`src/rtl/bus_pin_map.svh`:
```
// Register indices, field positions and reset values of the port pin block.
// Assumes inclusion by the block; definitions only.
`ifndef BUS_PIN_MAP_SVH
`define BUS_PIN_MAP_SVH

`define IDX_PORT_B_PIN_DATA         4'h1
`define IDX_PORT_B_DIRECTION        4'h3
`define IDX_PORT_E_PIN_DATA         4'h8
`define IDX_PORT_E_DIRECTION        4'h9
`define IDX_PORT_E_FUNCTION_SELECT  4'ha

`define FS_NO_DATA_GATE             7
`define FS_PLL_TEST_OUT_ENABLE      6
`define FS_QUEUE_STATUS_OUT_ENABLE  5
`define FS_BUS_CLOCK_PIN_DISABLE    4
`define FS_LOW_STROBE_PIN_ENABLE    3
`define FS_RW_PIN_ENABLE            2
`define FS_TRIM_REFERENCE_ENABLE    1
`define FS_DATA_GATE_SELECT         0

`define FS_RST_NORMAL_EXPANDED      8'h00
`define FS_RST_SPECIAL              8'h2c
`define FS_RST_PERIPHERAL           8'hd0
`define FS_RST_NORMAL_SINGLE        8'h90

`define ONCE_GROUP_MASK             8'had
`define PULLUP_PIN_MASK             8'h8f
`define PE3_RESET_DRIVE             8'h08

`endif

```
`src/rtl/bus_pin_pkg.sv`:
```
// Types shared by the port pin block and its bench.
// Assumes bus_pin_map.svh holds every number.
package bus_pin_pkg;
    typedef enum logic [2:0] {
        MODE_NORMAL_SINGLE,
        MODE_NORMAL_NARROW,
        MODE_NORMAL_WIDE,
        MODE_SPECIAL_SINGLE,
        MODE_SPECIAL_NARROW,
        MODE_SPECIAL_WIDE,
        MODE_PERIPHERAL
    } mode_e;
endpackage : bus_pin_pkg

```
`src/rtl/bus_pin_assign.sv`:
```
// Port B and port E pin assignment with a classic Wishbone register slave.
// Assumes a steady operating mode, synchronous pin inputs and one clock.
`timescale 1ns/1ps
`include "bus_pin_map.svh"
module bus_pin_assign (
    input  wire logic               clk_i,
    input  wire logic               rst_i,
    input  wire bus_pin_pkg::mode_e mode_i,
    input  wire logic               emulate_port_e_bit_i,
    input  wire logic               bus_clock_stretch_i,
    input  wire logic               pullup_e_enable_i,
    input  wire logic               wb_cyc_i,
    input  wire logic               wb_stb_i,
    input  wire logic               wb_we_i,
    input  wire logic [7:0]         wb_adr_i,
    input  wire logic [3:0]         wb_sel_i,
    input  wire logic [31:0]        wb_dat_i,
    output logic      [31:0]        wb_dat_o,
    output logic                    wb_ack_o,
    input  wire logic [7:0]         bus_addr_i,
    input  wire logic [7:0]         bus_wdata_i,
    input  wire logic               bus_data_phase_i,
    input  wire logic               bus_data_drive_i,
    input  wire logic               data_bus_gate_i,
    input  wire logic               bus_phase_clock_i,
    input  wire logic               queue_status_hi_i,
    input  wire logic               queue_status_lo_i,
    input  wire logic               low_byte_strobe_i,
    input  wire logic               bus_rw_i,
    input  wire logic               trim_ref_i,
    input  wire logic               pll_test_signal_i,
    input  wire logic [7:0]         pb_i,
    output logic      [7:0]         pb_o,
    output logic      [7:0]         pb_oe_o,
    input  wire logic [7:0]         pe_i,
    output logic      [7:0]         pe_o,
    output logic      [7:0]         pe_oe_o,
    output logic      [7:0]         pe_pullup_o,
    output logic      [7:0]         bus_rdata_o,
    output logic                    tag_low_byte_o
);

    logic [7:0] port_b_pin_data_reg;
    logic [7:0] port_b_direction_reg;
    logic [7:0] port_e_pin_data_reg;
    logic [7:0] port_e_direction_reg;
    logic [7:0] port_e_function_select_reg;
    logic [7:0] written_reg;
    logic [7:0] write_ok;
    logic [7:0] fs_reset_value;
    logic [7:0] fs_next;
    logic [7:0] pb_next;
    logic [7:0] pb_oe_next;
    logic [7:0] pe_next;
    logic [7:0] pe_oe_next;
    logic [7:0] rd_next;
    logic [3:0] idx;
    logic       single;
    logic       expanded;
    logic       narrow;
    logic       periph;
    logic       special;
    logic       normal_exp;
    logic       b_mapped;
    logic       e_mapped;
    logic       fs_mapped;
    logic       wr;
    logic       rd;

    assign idx        = wb_adr_i[5:2];
    assign periph     = (mode_i == bus_pin_pkg::MODE_PERIPHERAL);
    assign single     = (mode_i == bus_pin_pkg::MODE_NORMAL_SINGLE) ||
                        (mode_i == bus_pin_pkg::MODE_SPECIAL_SINGLE);
    assign expanded   = !single && !periph;
    assign narrow     = (mode_i == bus_pin_pkg::MODE_NORMAL_NARROW) ||
                        (mode_i == bus_pin_pkg::MODE_SPECIAL_NARROW);
    assign normal_exp = (mode_i == bus_pin_pkg::MODE_NORMAL_NARROW) ||
                        (mode_i == bus_pin_pkg::MODE_NORMAL_WIDE);
    assign special    = (mode_i == bus_pin_pkg::MODE_SPECIAL_SINGLE) ||
                        (mode_i == bus_pin_pkg::MODE_SPECIAL_NARROW) ||
                        (mode_i == bus_pin_pkg::MODE_SPECIAL_WIDE) || periph;
    assign b_mapped   = single;
    assign e_mapped   = !periph && !(expanded && emulate_port_e_bit_i);
    assign fs_mapped  = !periph;
    assign wr = wb_cyc_i && wb_stb_i && wb_we_i && wb_sel_i[0] && !wb_ack_o;
    assign rd = wb_cyc_i && wb_stb_i && !wb_we_i && !wb_ack_o;

    // Reset image of the function select register
    always_comb begin
        if (periph) begin
            fs_reset_value = `FS_RST_PERIPHERAL;
        end else if (mode_i == bus_pin_pkg::MODE_NORMAL_SINGLE) begin
            fs_reset_value = `FS_RST_NORMAL_SINGLE;
        end else if (normal_exp) begin
            fs_reset_value = `FS_RST_NORMAL_EXPANDED;
        end else begin
            fs_reset_value = `FS_RST_SPECIAL;
        end
    end

    // Per-bit write acceptance of the function select register
    genvar gi;
    generate
        for (gi = 0; gi < 8; gi++) begin : g_policy
            if (gi == `FS_TRIM_REFERENCE_ENABLE) begin : g_any
                assign write_ok[gi] = 1'b1;
            end else if (gi == `FS_PLL_TEST_OUT_ENABLE) begin : g_pll
                assign write_ok[gi] = special && written_reg[gi];
            end else if (gi == `FS_BUS_CLOCK_PIN_DISABLE) begin : g_clk
                assign write_ok[gi] =
                    (mode_i == bus_pin_pkg::MODE_SPECIAL_SINGLE) ||
                    ((mode_i == bus_pin_pkg::MODE_NORMAL_SINGLE) &&
                     !written_reg[gi]);
            end else begin : g_once
                assign write_ok[gi] = special ? written_reg[gi]
                                              : !written_reg[gi];
            end
        end
    endgenerate

    always_comb begin
        fs_next = port_e_function_select_reg;
        if (wr && fs_mapped && (idx == `IDX_PORT_E_FUNCTION_SELECT)) begin
            fs_next = (wb_dat_i[7:0] & write_ok) |
                      (port_e_function_select_reg & ~write_ok);
        end
    end

    always_ff @(posedge clk_i) begin
        if (rst_i) begin
            port_e_function_select_reg <= fs_reset_value;
            written_reg                <= 8'h00;
        end else begin
            port_e_function_select_reg <= fs_next;
            if (wr && fs_mapped && (idx == `IDX_PORT_E_FUNCTION_SELECT)) begin
                written_reg <= 8'hff;
            end
        end
    end

    // Port data and direction registers
    always_ff @(posedge clk_i) begin
        if (rst_i) begin
            port_b_pin_data_reg  <= 8'h00;
            port_b_direction_reg <= 8'h00;
        end else if (wr && b_mapped) begin
            if (idx == `IDX_PORT_B_PIN_DATA) begin
                port_b_pin_data_reg <= wb_dat_i[7:0];
            end else if (idx == `IDX_PORT_B_DIRECTION) begin
                port_b_direction_reg <= wb_dat_i[7:0];
            end
        end
    end

    always_ff @(posedge clk_i) begin
        if (rst_i) begin
            if (mode_i == bus_pin_pkg::MODE_NORMAL_NARROW) begin
                port_e_pin_data_reg  <= `PE3_RESET_DRIVE;
                port_e_direction_reg <= `PE3_RESET_DRIVE;
            end else begin
                port_e_pin_data_reg  <= 8'h00;
                port_e_direction_reg <= 8'h00;
            end
        end else if (wr && e_mapped) begin
            if (idx == `IDX_PORT_E_PIN_DATA) begin
                port_e_pin_data_reg <= wb_dat_i[7:0];
            end else if (idx == `IDX_PORT_E_DIRECTION) begin
                port_e_direction_reg <= wb_dat_i[7:0];
            end
        end
    end

    // Port B pin function
    always_comb begin
        if (single) begin
            pb_next    = port_b_pin_data_reg;
            pb_oe_next = port_b_direction_reg;
        end else if (narrow || !bus_data_phase_i) begin
            pb_next    = bus_addr_i;
            pb_oe_next = 8'hff;
        end else begin
            pb_next    = bus_wdata_i;
            pb_oe_next = {8{bus_data_drive_i}};
        end
    end

    // Port E pin function; alternate functions override direction
    always_comb begin
        pe_next    = port_e_pin_data_reg;
        pe_oe_next = port_e_direction_reg;
        pe_next[1:0]    = 2'b00;
        pe_oe_next[1:0] = 2'b00;
        if (port_e_function_select_reg[`FS_RW_PIN_ENABLE] && !single) begin
            pe_next[2]    = bus_rw_i;
            pe_oe_next[2] = 1'b1;
        end
        if (port_e_function_select_reg[`FS_LOW_STROBE_PIN_ENABLE] && !single &&
            (mode_i != bus_pin_pkg::MODE_NORMAL_NARROW)) begin
            pe_next[3]    = low_byte_strobe_i;
            pe_oe_next[3] = 1'b1;
        end
        if (!port_e_function_select_reg[`FS_BUS_CLOCK_PIN_DISABLE] &&
            (!single || !bus_clock_stretch_i)) begin
            pe_next[4]    = bus_phase_clock_i;
            pe_oe_next[4] = !periph;
        end
        if (port_e_function_select_reg[`FS_QUEUE_STATUS_OUT_ENABLE] && expanded) begin
            pe_next[6:5]    = {queue_status_hi_i, queue_status_lo_i};
            pe_oe_next[6:5] = 2'b11;
        end else if (port_e_function_select_reg[`FS_PLL_TEST_OUT_ENABLE] &&
                     !single && !normal_exp) begin
            pe_next[6]    = pll_test_signal_i;
            pe_oe_next[6] = 1'b1;
        end
        if (expanded && !port_e_function_select_reg[`FS_NO_DATA_GATE]) begin
            pe_next[7]    = port_e_function_select_reg[`FS_DATA_GATE_SELECT] ?
                            !bus_phase_clock_i : data_bus_gate_i;
            pe_oe_next[7] = 1'b1;
        end else if (port_e_function_select_reg[`FS_TRIM_REFERENCE_ENABLE]) begin
            pe_next[7]    = trim_ref_i;
            pe_oe_next[7] = 1'b1;
        end
    end

    // Read data: inputs show the pin, outputs the latch
    always_comb begin
        rd_next = 8'h00;
        if (b_mapped && (idx == `IDX_PORT_B_PIN_DATA)) begin
            rd_next = (port_b_pin_data_reg & port_b_direction_reg) |
                      (pb_i & ~port_b_direction_reg);
        end else if (b_mapped && (idx == `IDX_PORT_B_DIRECTION)) begin
            rd_next = port_b_direction_reg;
        end else if (e_mapped && (idx == `IDX_PORT_E_PIN_DATA)) begin
            rd_next = (port_e_pin_data_reg & pe_oe_next) |
                      (pe_i & ~pe_oe_next);
        end else if (e_mapped && (idx == `IDX_PORT_E_DIRECTION)) begin
            rd_next = port_e_direction_reg;
        end else if (fs_mapped && (idx == `IDX_PORT_E_FUNCTION_SELECT)) begin
            rd_next = port_e_function_select_reg;
        end
    end

    // Wishbone answer, one wait state
    always_ff @(posedge clk_i) begin
        if (rst_i) begin
            wb_ack_o <= 1'b0;
            wb_dat_o <= 32'h0000_0000;
        end else begin
            wb_ack_o <= wb_cyc_i && wb_stb_i && !wb_ack_o;
            wb_dat_o <= rd ? {24'h00_0000, rd_next} : 32'h0000_0000;
        end
    end

    // Registered pins
    always_ff @(posedge clk_i) begin
        if (rst_i) begin
            pb_o        <= 8'h00;
            pb_oe_o     <= 8'h00;
            pe_o        <= (mode_i == bus_pin_pkg::MODE_NORMAL_NARROW) ?
                           `PE3_RESET_DRIVE : 8'h00;
            pe_oe_o     <= (mode_i == bus_pin_pkg::MODE_NORMAL_NARROW) ?
                           `PE3_RESET_DRIVE : 8'h00;
            pe_pullup_o <= 8'h00;
        end else begin
            pb_o        <= pb_next;
            pb_oe_o     <= pb_oe_next;
            pe_o        <= pe_next;
            pe_oe_o     <= pe_oe_next;
            pe_pullup_o <= {8{pullup_e_enable_i}} & ~pe_oe_next &
                           `PULLUP_PIN_MASK;
        end
    end

    // Sampled bus data and low byte tag
    always_ff @(posedge clk_i) begin
        if (rst_i) begin
            bus_rdata_o    <= 8'h00;
            tag_low_byte_o <= 1'b0;
        end else begin
            bus_rdata_o    <= pb_i;
            tag_low_byte_o <= !special || single ? 1'b0 :
                              port_e_function_select_reg[`FS_LOW_STROBE_PIN_ENABLE] &&
                              !pe_i[3];
        end
    end

    AST_IRQ_PINS_INPUT: assert property (@(posedge clk_i) disable iff (rst_i)
        pe_oe_o[1:0] == 2'b00)
        else $error("Interrupt pins driven");

    AST_PB_GPIO: assert property (@(posedge clk_i) disable iff (rst_i)
        single ##1 $stable(mode_i) |-> pb_oe_o == $past(port_b_direction_reg))
        else $error("Port B direction not followed");

    AST_PB_ADDR: assert property (@(posedge clk_i) disable iff (rst_i)
        !rst_i && narrow ##1 $stable(mode_i) |-> pb_o == $past(bus_addr_i) && pb_oe_o == 8'hff)
        else $error("Port B not carrying address");

    AST_PB_UNMAPPED: assert property (@(posedge clk_i) disable iff (rst_i)
        rd && !single && idx == `IDX_PORT_B_DIRECTION |=> wb_ack_o && wb_dat_o == 32'h0)
        else $error("Port B register visible when expanded");

    AST_PERIPH_FS_FIXED: assert property (@(posedge clk_i) disable iff (rst_i)
        periph && $stable(mode_i) |=> $stable(port_e_function_select_reg))
        else $error("Function select changed in peripheral mode");

    AST_FS_RESET: assert property (@(posedge clk_i)
        rst_i && mode_i == bus_pin_pkg::MODE_NORMAL_SINGLE ##1 $stable(mode_i) |->
        port_e_function_select_reg == 8'h90)
        else $error("Wrong function select reset");

    AST_PLL_NORMAL_LOCK: assert property (@(posedge clk_i) disable iff (rst_i)
        !special && $stable(mode_i) |=>
        $stable(port_e_function_select_reg[`FS_PLL_TEST_OUT_ENABLE]))
        else $error("PLL test bit written in normal mode");

    AST_ONCE: assert property (@(posedge clk_i) disable iff (rst_i)
        !special && written_reg[`FS_RW_PIN_ENABLE] && $stable(mode_i) |=>
        $stable(port_e_function_select_reg[`FS_RW_PIN_ENABLE]))
        else $error("Write-once bit changed twice");

    AST_NARROW_PE3: assert property (@(posedge clk_i)
        $fell(rst_i) && mode_i == bus_pin_pkg::MODE_NORMAL_NARROW |->
        pe_oe_o[3] && pe_o[3])
        else $error("Bit 3 not driven high after reset");

    AST_QUEUE_OUT: assert property (@(posedge clk_i) disable iff (rst_i)
        !rst_i && expanded && port_e_function_select_reg[`FS_QUEUE_STATUS_OUT_ENABLE] |=>
        pe_oe_o[6:5] == 2'b11)
        else $error("Queue status pins not outputs");

endmodule : bus_pin_assign

```
`config.mk`:
```
export PLATFORM = sky130hd
export DESIGN_NAME = bus_pin_assign
export DESIGN_NICKNAME = d
export VERILOG_FILES = /design/src/rtl/bus_pin_pkg.sv /design/src/rtl/bus_pin_assign.sv
export VERILOG_INCLUDE_DIRS = /design/src /design/src/rtl
export SDC_FILE = /design/constraint.sdc
export NUM_CORES = 1
export LEC_CHECK = 0
export ABC_AREA = 1
export BUFFER_PORTS_ARGS = -buffer_cell sky130_fd_sc_hd__buf_2
export CAP_MARGIN = 20
export CORE_MARGIN = 4
export CORE_UTILIZATION = 48
export CTS_CLUSTER_DIAMETER = 60
export DETAILED_ROUTE_END_ITERATION = 10
export GPL_TIMING_DRIVEN = 0
export PLACE_DENSITY_LB_ADDON = 0.3
export SYNTH_ARGS = -nofsm -noshare
export SYNTH_HDL_FRONTEND = slang
export SYNTH_SLANG_ARGS = --single-unit
```
`constraint.sdc`:
```
create_clock -name clk_i -period 2.3 [get_ports clk_i]
set_clock_uncertainty 0.15 [all_clocks]
set_input_delay 0.115 -clock clk_i [delete_from_list [all_inputs] [get_ports clk_i]]
set_output_delay 0.115 -clock clk_i [all_outputs]
set_load 0.01 [all_outputs]
```
; Word level (Yosys, flattened, before mapping)
; Cells that the tools add are included.
; W data, S select, Z words.
[totals]
register_bits = 121
output_inout_bits = 82
[classes]
n_eq_ne = 13
mux = 46
bitwise_logic = 15
reduce_logical = 70
[op_table]
columns = op, n
row1 = $mux W8, 22
row2 = $and A8 B8 Y8, 7
row3 = $logic_and A1 B1 Y1, 30
row4 = $not A8 Y8, 3
row5 = $or A8 B8 Y8, 3
row6 = $mux W1, 22
row7 = $logic_not A1 Y1, 19
row8 = $eq A4 B4 Y1 const B, 3
row9 = $logic_or A1 B1 Y1, 10
row10 = $eq A3 B3 Y1 const B, 3
row11 = $reduce_bool A2 Y1, 4
row12 = $eq A3 B2 Y1 const B, 2
row13 = $mux W6, 1
row14 = $reduce_and A3 Y1, 2
row15 = $eq A4 B1 Y1 const B, 1
row16 = $eq A4 B2 Y1 const B, 1
row17 = $mux W4, 1
row18 = $reduce_and A2 Y1, 2
row19 = $reduce_or A2 Y1, 2
row20 = $eq A3 B1 Y1 const B, 1
row21 = $logic_not A3 Y1, 1
row22 = $ne A3 B1 Y1 const B, 1
row23 = $ne A2 B2 Y1 const B, 1
row24 = $not A1 Y1, 2

; Longest topological paths before layout
[logic_depth]
word_depth = 13
mapped_depth = 13

; Least setup slack after synthesis
; OpenSTA, ideal clock, no wires.
[synth_path]
kind = reg2reg
from = reg wb_ack_o
to = reg port_e_direction_reg[0], enable pin
setup_ns = 0.384
t_arrival_ns = 1.598
t_required_ns = 1.766
slack_ns = 0.168
path_stages_with_launch = 6
n_path_buf = 0
synth_period_minus_slack_ns = 2.132
path_cell_list = dfxtp_1 -> nor2_1 -> inv_1 -> nor2_1 -> nand3_1 -> o21ai_0
[synth_between]
elab_chain_cells = 5
[synth_lines]
columns = item, line_no
row1 = "start, declared", bus_pin_assign.sv:19  ; output logic wb_ack_o,
row2 = "start signal, assigned", bus_pin_assign.sv:249  ; wb_ack_o <= wb_cyc_i && wb_stb_i && !wb_ack_o;
row3 = $logic_not A1 Y1, bus_pin_assign.sv:85  ; assign wr = wb_cyc_i && wb_stb_i && wb_we_i && wb_sel_i[0] && !wb_ack_o;
row4 = $logic_and A1 B1 Y1, bus_pin_assign.sv:85
row5 = $logic_and A1 B1 Y1, bus_pin_assign.sv:164  ; end else if (wr && e_mapped) begin
row6 = $reduce_bool A2 Y1 (no source line), n/a
row7 = $reduce_and A3 Y1 (no source line), n/a
row8 = "end signal, assigned", bus_pin_assign.sv:159  ; port_e_direction_reg <= `PE3_RESET_DRIVE;
row9 = "end signal, assigned", bus_pin_assign.sv:168  ; port_e_direction_reg <= wb_dat_i[7:0];
row10 = "end, declared", bus_pin_assign.sv:46  ; logic [7:0] port_e_direction_reg;
; Every way passes these cells.
; A chain may end at the register's enable or synchronous reset.

; Worst setup path after layout
[layout_path]
from = in wb_stb_i
to = reg wb_dat_o[0]
[layout_between]
elab_chain_cells = 5
[layout_lines]
columns = item, line_no
row1 = "start, declared", bus_pin_assign.sv:13  ; input wire logic wb_stb_i,
row2 = $logic_and A1 B1 Y1 (3 in a row), bus_pin_assign.sv:86  ; assign rd = wb_cyc_i && wb_stb_i && !wb_we_i && !wb_ack_o;
row3 = $not A1 Y1 (no source line), n/a
row4 = $reduce_or A2 Y1 (no source line), n/a
row5 = "end signal, assigned", bus_pin_assign.sv:250  ; wb_dat_o <= rd ? {24'h00_0000, rd_next} : 32'h0000_0000;
row6 = "end, declared", bus_pin_assign.sv:18  ; output logic [31:0] wb_dat_o,
; Every way passes these cells.

==> results by group <==
Run status
  – Status: finished, final reports clean

Final layout
  – Nets@finish: between 800 and 900
  – Filler cells: 673
  – Share of cells above drive strength 1: 27.4%
  – Non-Filler Instances: 828
  – Most common cell after layout, fill and taps aside: buf_2
  – Area growth, synth to finish: 38.6%
  – Commonest non-fill, non-tap cells in the layout: buf_2, inv_1, nand2_1

Setup path
  – Crit start category: input port
  – Slowest CP cell: nor3_1
  – Crit path capture type: flop
  – Worst setup path category: input port to flop
  – Crit-path max FO: 5
  – Worst EP arrival: 2.37 ns
  – CP max stage delay: about 0.67 ns
  – Worst-path cell chain: dlygate4sd3_1, buf_2, nand2_1, nor2_1, inv_1, nor3_1, nand2_1, dlygate4sd3_1, inv_1
  – Req. time, crit path: 2.45 ns

Place
  – HPWL Detailed: just under 9000 um
  – Port buffer count: around 120
  – RePlAce Congestion: roughly 0.95
  – Cells after DPL: 755

Pwr
  – PwrDens: 596 nW/um^2
  – Total power: roughly 3.4 mW
  – Worst IR Drop VDD: 0.346 mV
  – LEAKAGE: 2.94 nW

Clock network
  – Postcts setup bufs: 0
  – CTS tree: yes
  – Root buffer cell: clkbuf_8
  – Clk pin slew, worst setup/hold paths: ~0.090 ns
  – H-tree depth: 3
  – Cts bufs inserted: 9
  – Buffers from clock root to sink, at most: 2
  – Worst-Skew Late Latency: 0.35 ns
  – CTS sink cnt: 89

Job
  – Max cap viols: 0

Timing
  – RSZ-0062 raised after global routing: no
  – Final min period: 2.22 ns
  – Worst Max-Slew Pin Slew: 0.860 ns
  – Max Clk Rate: 451 MHz
  – Final period utilization: 96.3%
  – Max-slew headroom: 42.2%
  – Final hold violation count: 0
  – Pins Over Slew Limit: 0
  – Final setup viols: 0

Logic synthesis
  – Yosys synthesis warning count: 0
  – Post-synthesis adder-cell area fraction: 0.302%
  – Yosys reg bits: 89
  – Synth top area cells: dfxtp_1, edfxtp_1, inv_1, nand2_1, buf_4
  – Cells after Synth: a little over 500
  – Post-synthesis xor/xnor area fraction: 0%
  – Complex-gate fraction of the synthesized area: 14.6%
  – Post-Syn Area: 4140 sq um
  – Area share of the largest cell type after synthesis: 32.4%
  – Synth area leader: dfxtp_1
  – Synth Area in Simple Gates: between 20% and 30%
  – Seq/Total Area, Yosys: about 48%
  – Largest family of logic cells by synthesized area: simple AND/OR/NAND/NOR gates
  – Distinct cell type count after synthesis: 38
  – Syn avg cell area: about 8.2 sq um
  – Post-synthesis mux area share: 0%

Detailed routing
  – Vias post-DR: 4074
  – Drt total wl: 12300 um
  – First-pass iteration count of the detailed router: 5
  – Drt drc: 0
  – Via/cell ratio: 4.92
  – DR WL/cell: 14.8 um
  – DRT iter0 DRCs: 318
  – Final ANT Viol Nets: 0

GRT
  – Largest net degree at the start of global routing: 16
  – Vias in the first global route: 4046
  – GR Overflow Total: 0
  – First-pass GRT wire length: 19100 um
  – Initial antenna violation count: 0
  – Global Route Usage Sum: 24.1%

Floorplan
  – Starting density of the core: around half
  – Top Ports: approximately 180
  – Die height: 101 um
  – Die area: 10200 sq um
  – # rows: 33
  – Core area: 8300 sq um
  – Die span in x: ~100 um

Worst hold path
  – Worst min-delay path category: input port to flop
[final cells by class]
class / count / area (sq um) / area share [%]
sequential: 89 / 2000 / 34.9
multi-input combinational: 315 / 1610 / 28.0
timing repair buffer: 172 / 1140 / 19.9
buffer: 46 / 332 / 5.77
inverter: 84 / 315 / 5.49
clock buffer: 12 / 176 / 3.07
tap: 105 / 131 / 2.29
clock inverter: 4 / 31.3 / 0.545
antenna: 1 / 2.50 / 0.0436
[path summary, 6_finish.rpt]
kind	endpoint	cells after the start	start	slack, ns
hold reg to reg	port_b_pin_data_reg[0]$_SDFFE_PP0P_	2	port_b_pin_data_reg[0]$_SDFFE_PP0P_	0.33
setup reg to reg	wb_dat_o[0]$_SDFF_PP0_	6	wb_ack_o$_SDFF_PP0_	0.16
setup / recovery	wb_dat_o[0]$_SDFF_PP0_	9	wb_stb_i	0.08
hold / removal	wb_dat_o[5]$_SDFF_PP0_	5	pe_i[5]	0.003
[what timing repair did]
| item | in CTS | in global routing |
|---|---|---|
| gates resized for setup | 2 | 2 |
| hold buffers | 56 | 0 |
| setup endpoints to repair | 6 | 9 |
| hold endpoints to repair | 53 | 0 |
[synth_stat cells, drive strengths merged]
cell / number
dfxtp: 67
o211ai: 13
a221oi: 2
nor2: 41
nor3: 2
a21oi: 37
nand3: 29
a31oi: 3
inv: 84
a211oi: 3
o21ai: 44
o21a: 1
clkbuf: 6
conb: 1
nor4: 1
nand2: 94
ha: 1
buf: 40
nand3b: 4
edfxtp: 22
o31ai: 2
nand4: 7
[routing by layer]
layer	global-route usage (%)	routed length [um]	part of all wire (%)
met5	0	0	0
met4	8.28	209	1.7
met3	4.57	1090	8.9
met2	40.5	5890	48
met1	31.2	5090	41
[worst max-delay path: cells and delay by family]
| family | cells | cell delay (ns) |
|---|---|---|
| buffers and inverters | 5 | 1.34 |
| AND/OR/NAND/NOR | 4 | 0.91 |
[where the power goes]
group | internal, mW | leakage [nW] | switching, mW
Combinational | 0.273 | 2.06 | 0.338
Clock | 0.526 | 0.109 | 0.567
Sequential | 1.69 | 0.766 | 0.0252
Total | 2.49 | 2.94 | 0.931
[cells by family (layout without fill, tap and decap cells)]
logic type / count (synthesis) / count (layout)
fa+ha+maj: 1 / 1
flops: 89 / 89
compound gates: 105 / 105
simple gates: 178 / 178
other cells: 1 / 32
buf+inv: 130 / 318
[stage by stage]
stage / area, sq um / setup WS (ns) / hold WS (ns) / setup TNS, ns / util, %
floorplan: 4260 / 0.168 / 0.0421 / 0 / -
finish: 5740 / 0.0845 / 0.00331 / 0 / 69.2
CTS: 5740 / 0.122 / 0.00128 / 0 / 69.2
global placement: 4960 / -0.379 / 0.165 / -4.89 / 59.8
global route: 5740 / 0.00722 / 0.0372 / 0 / 69.2
detailed placement: 4970 / -0.184 / 0.160 / -1.55 / 59.9
No activity file was read; power rests on OpenSTA's default activity.
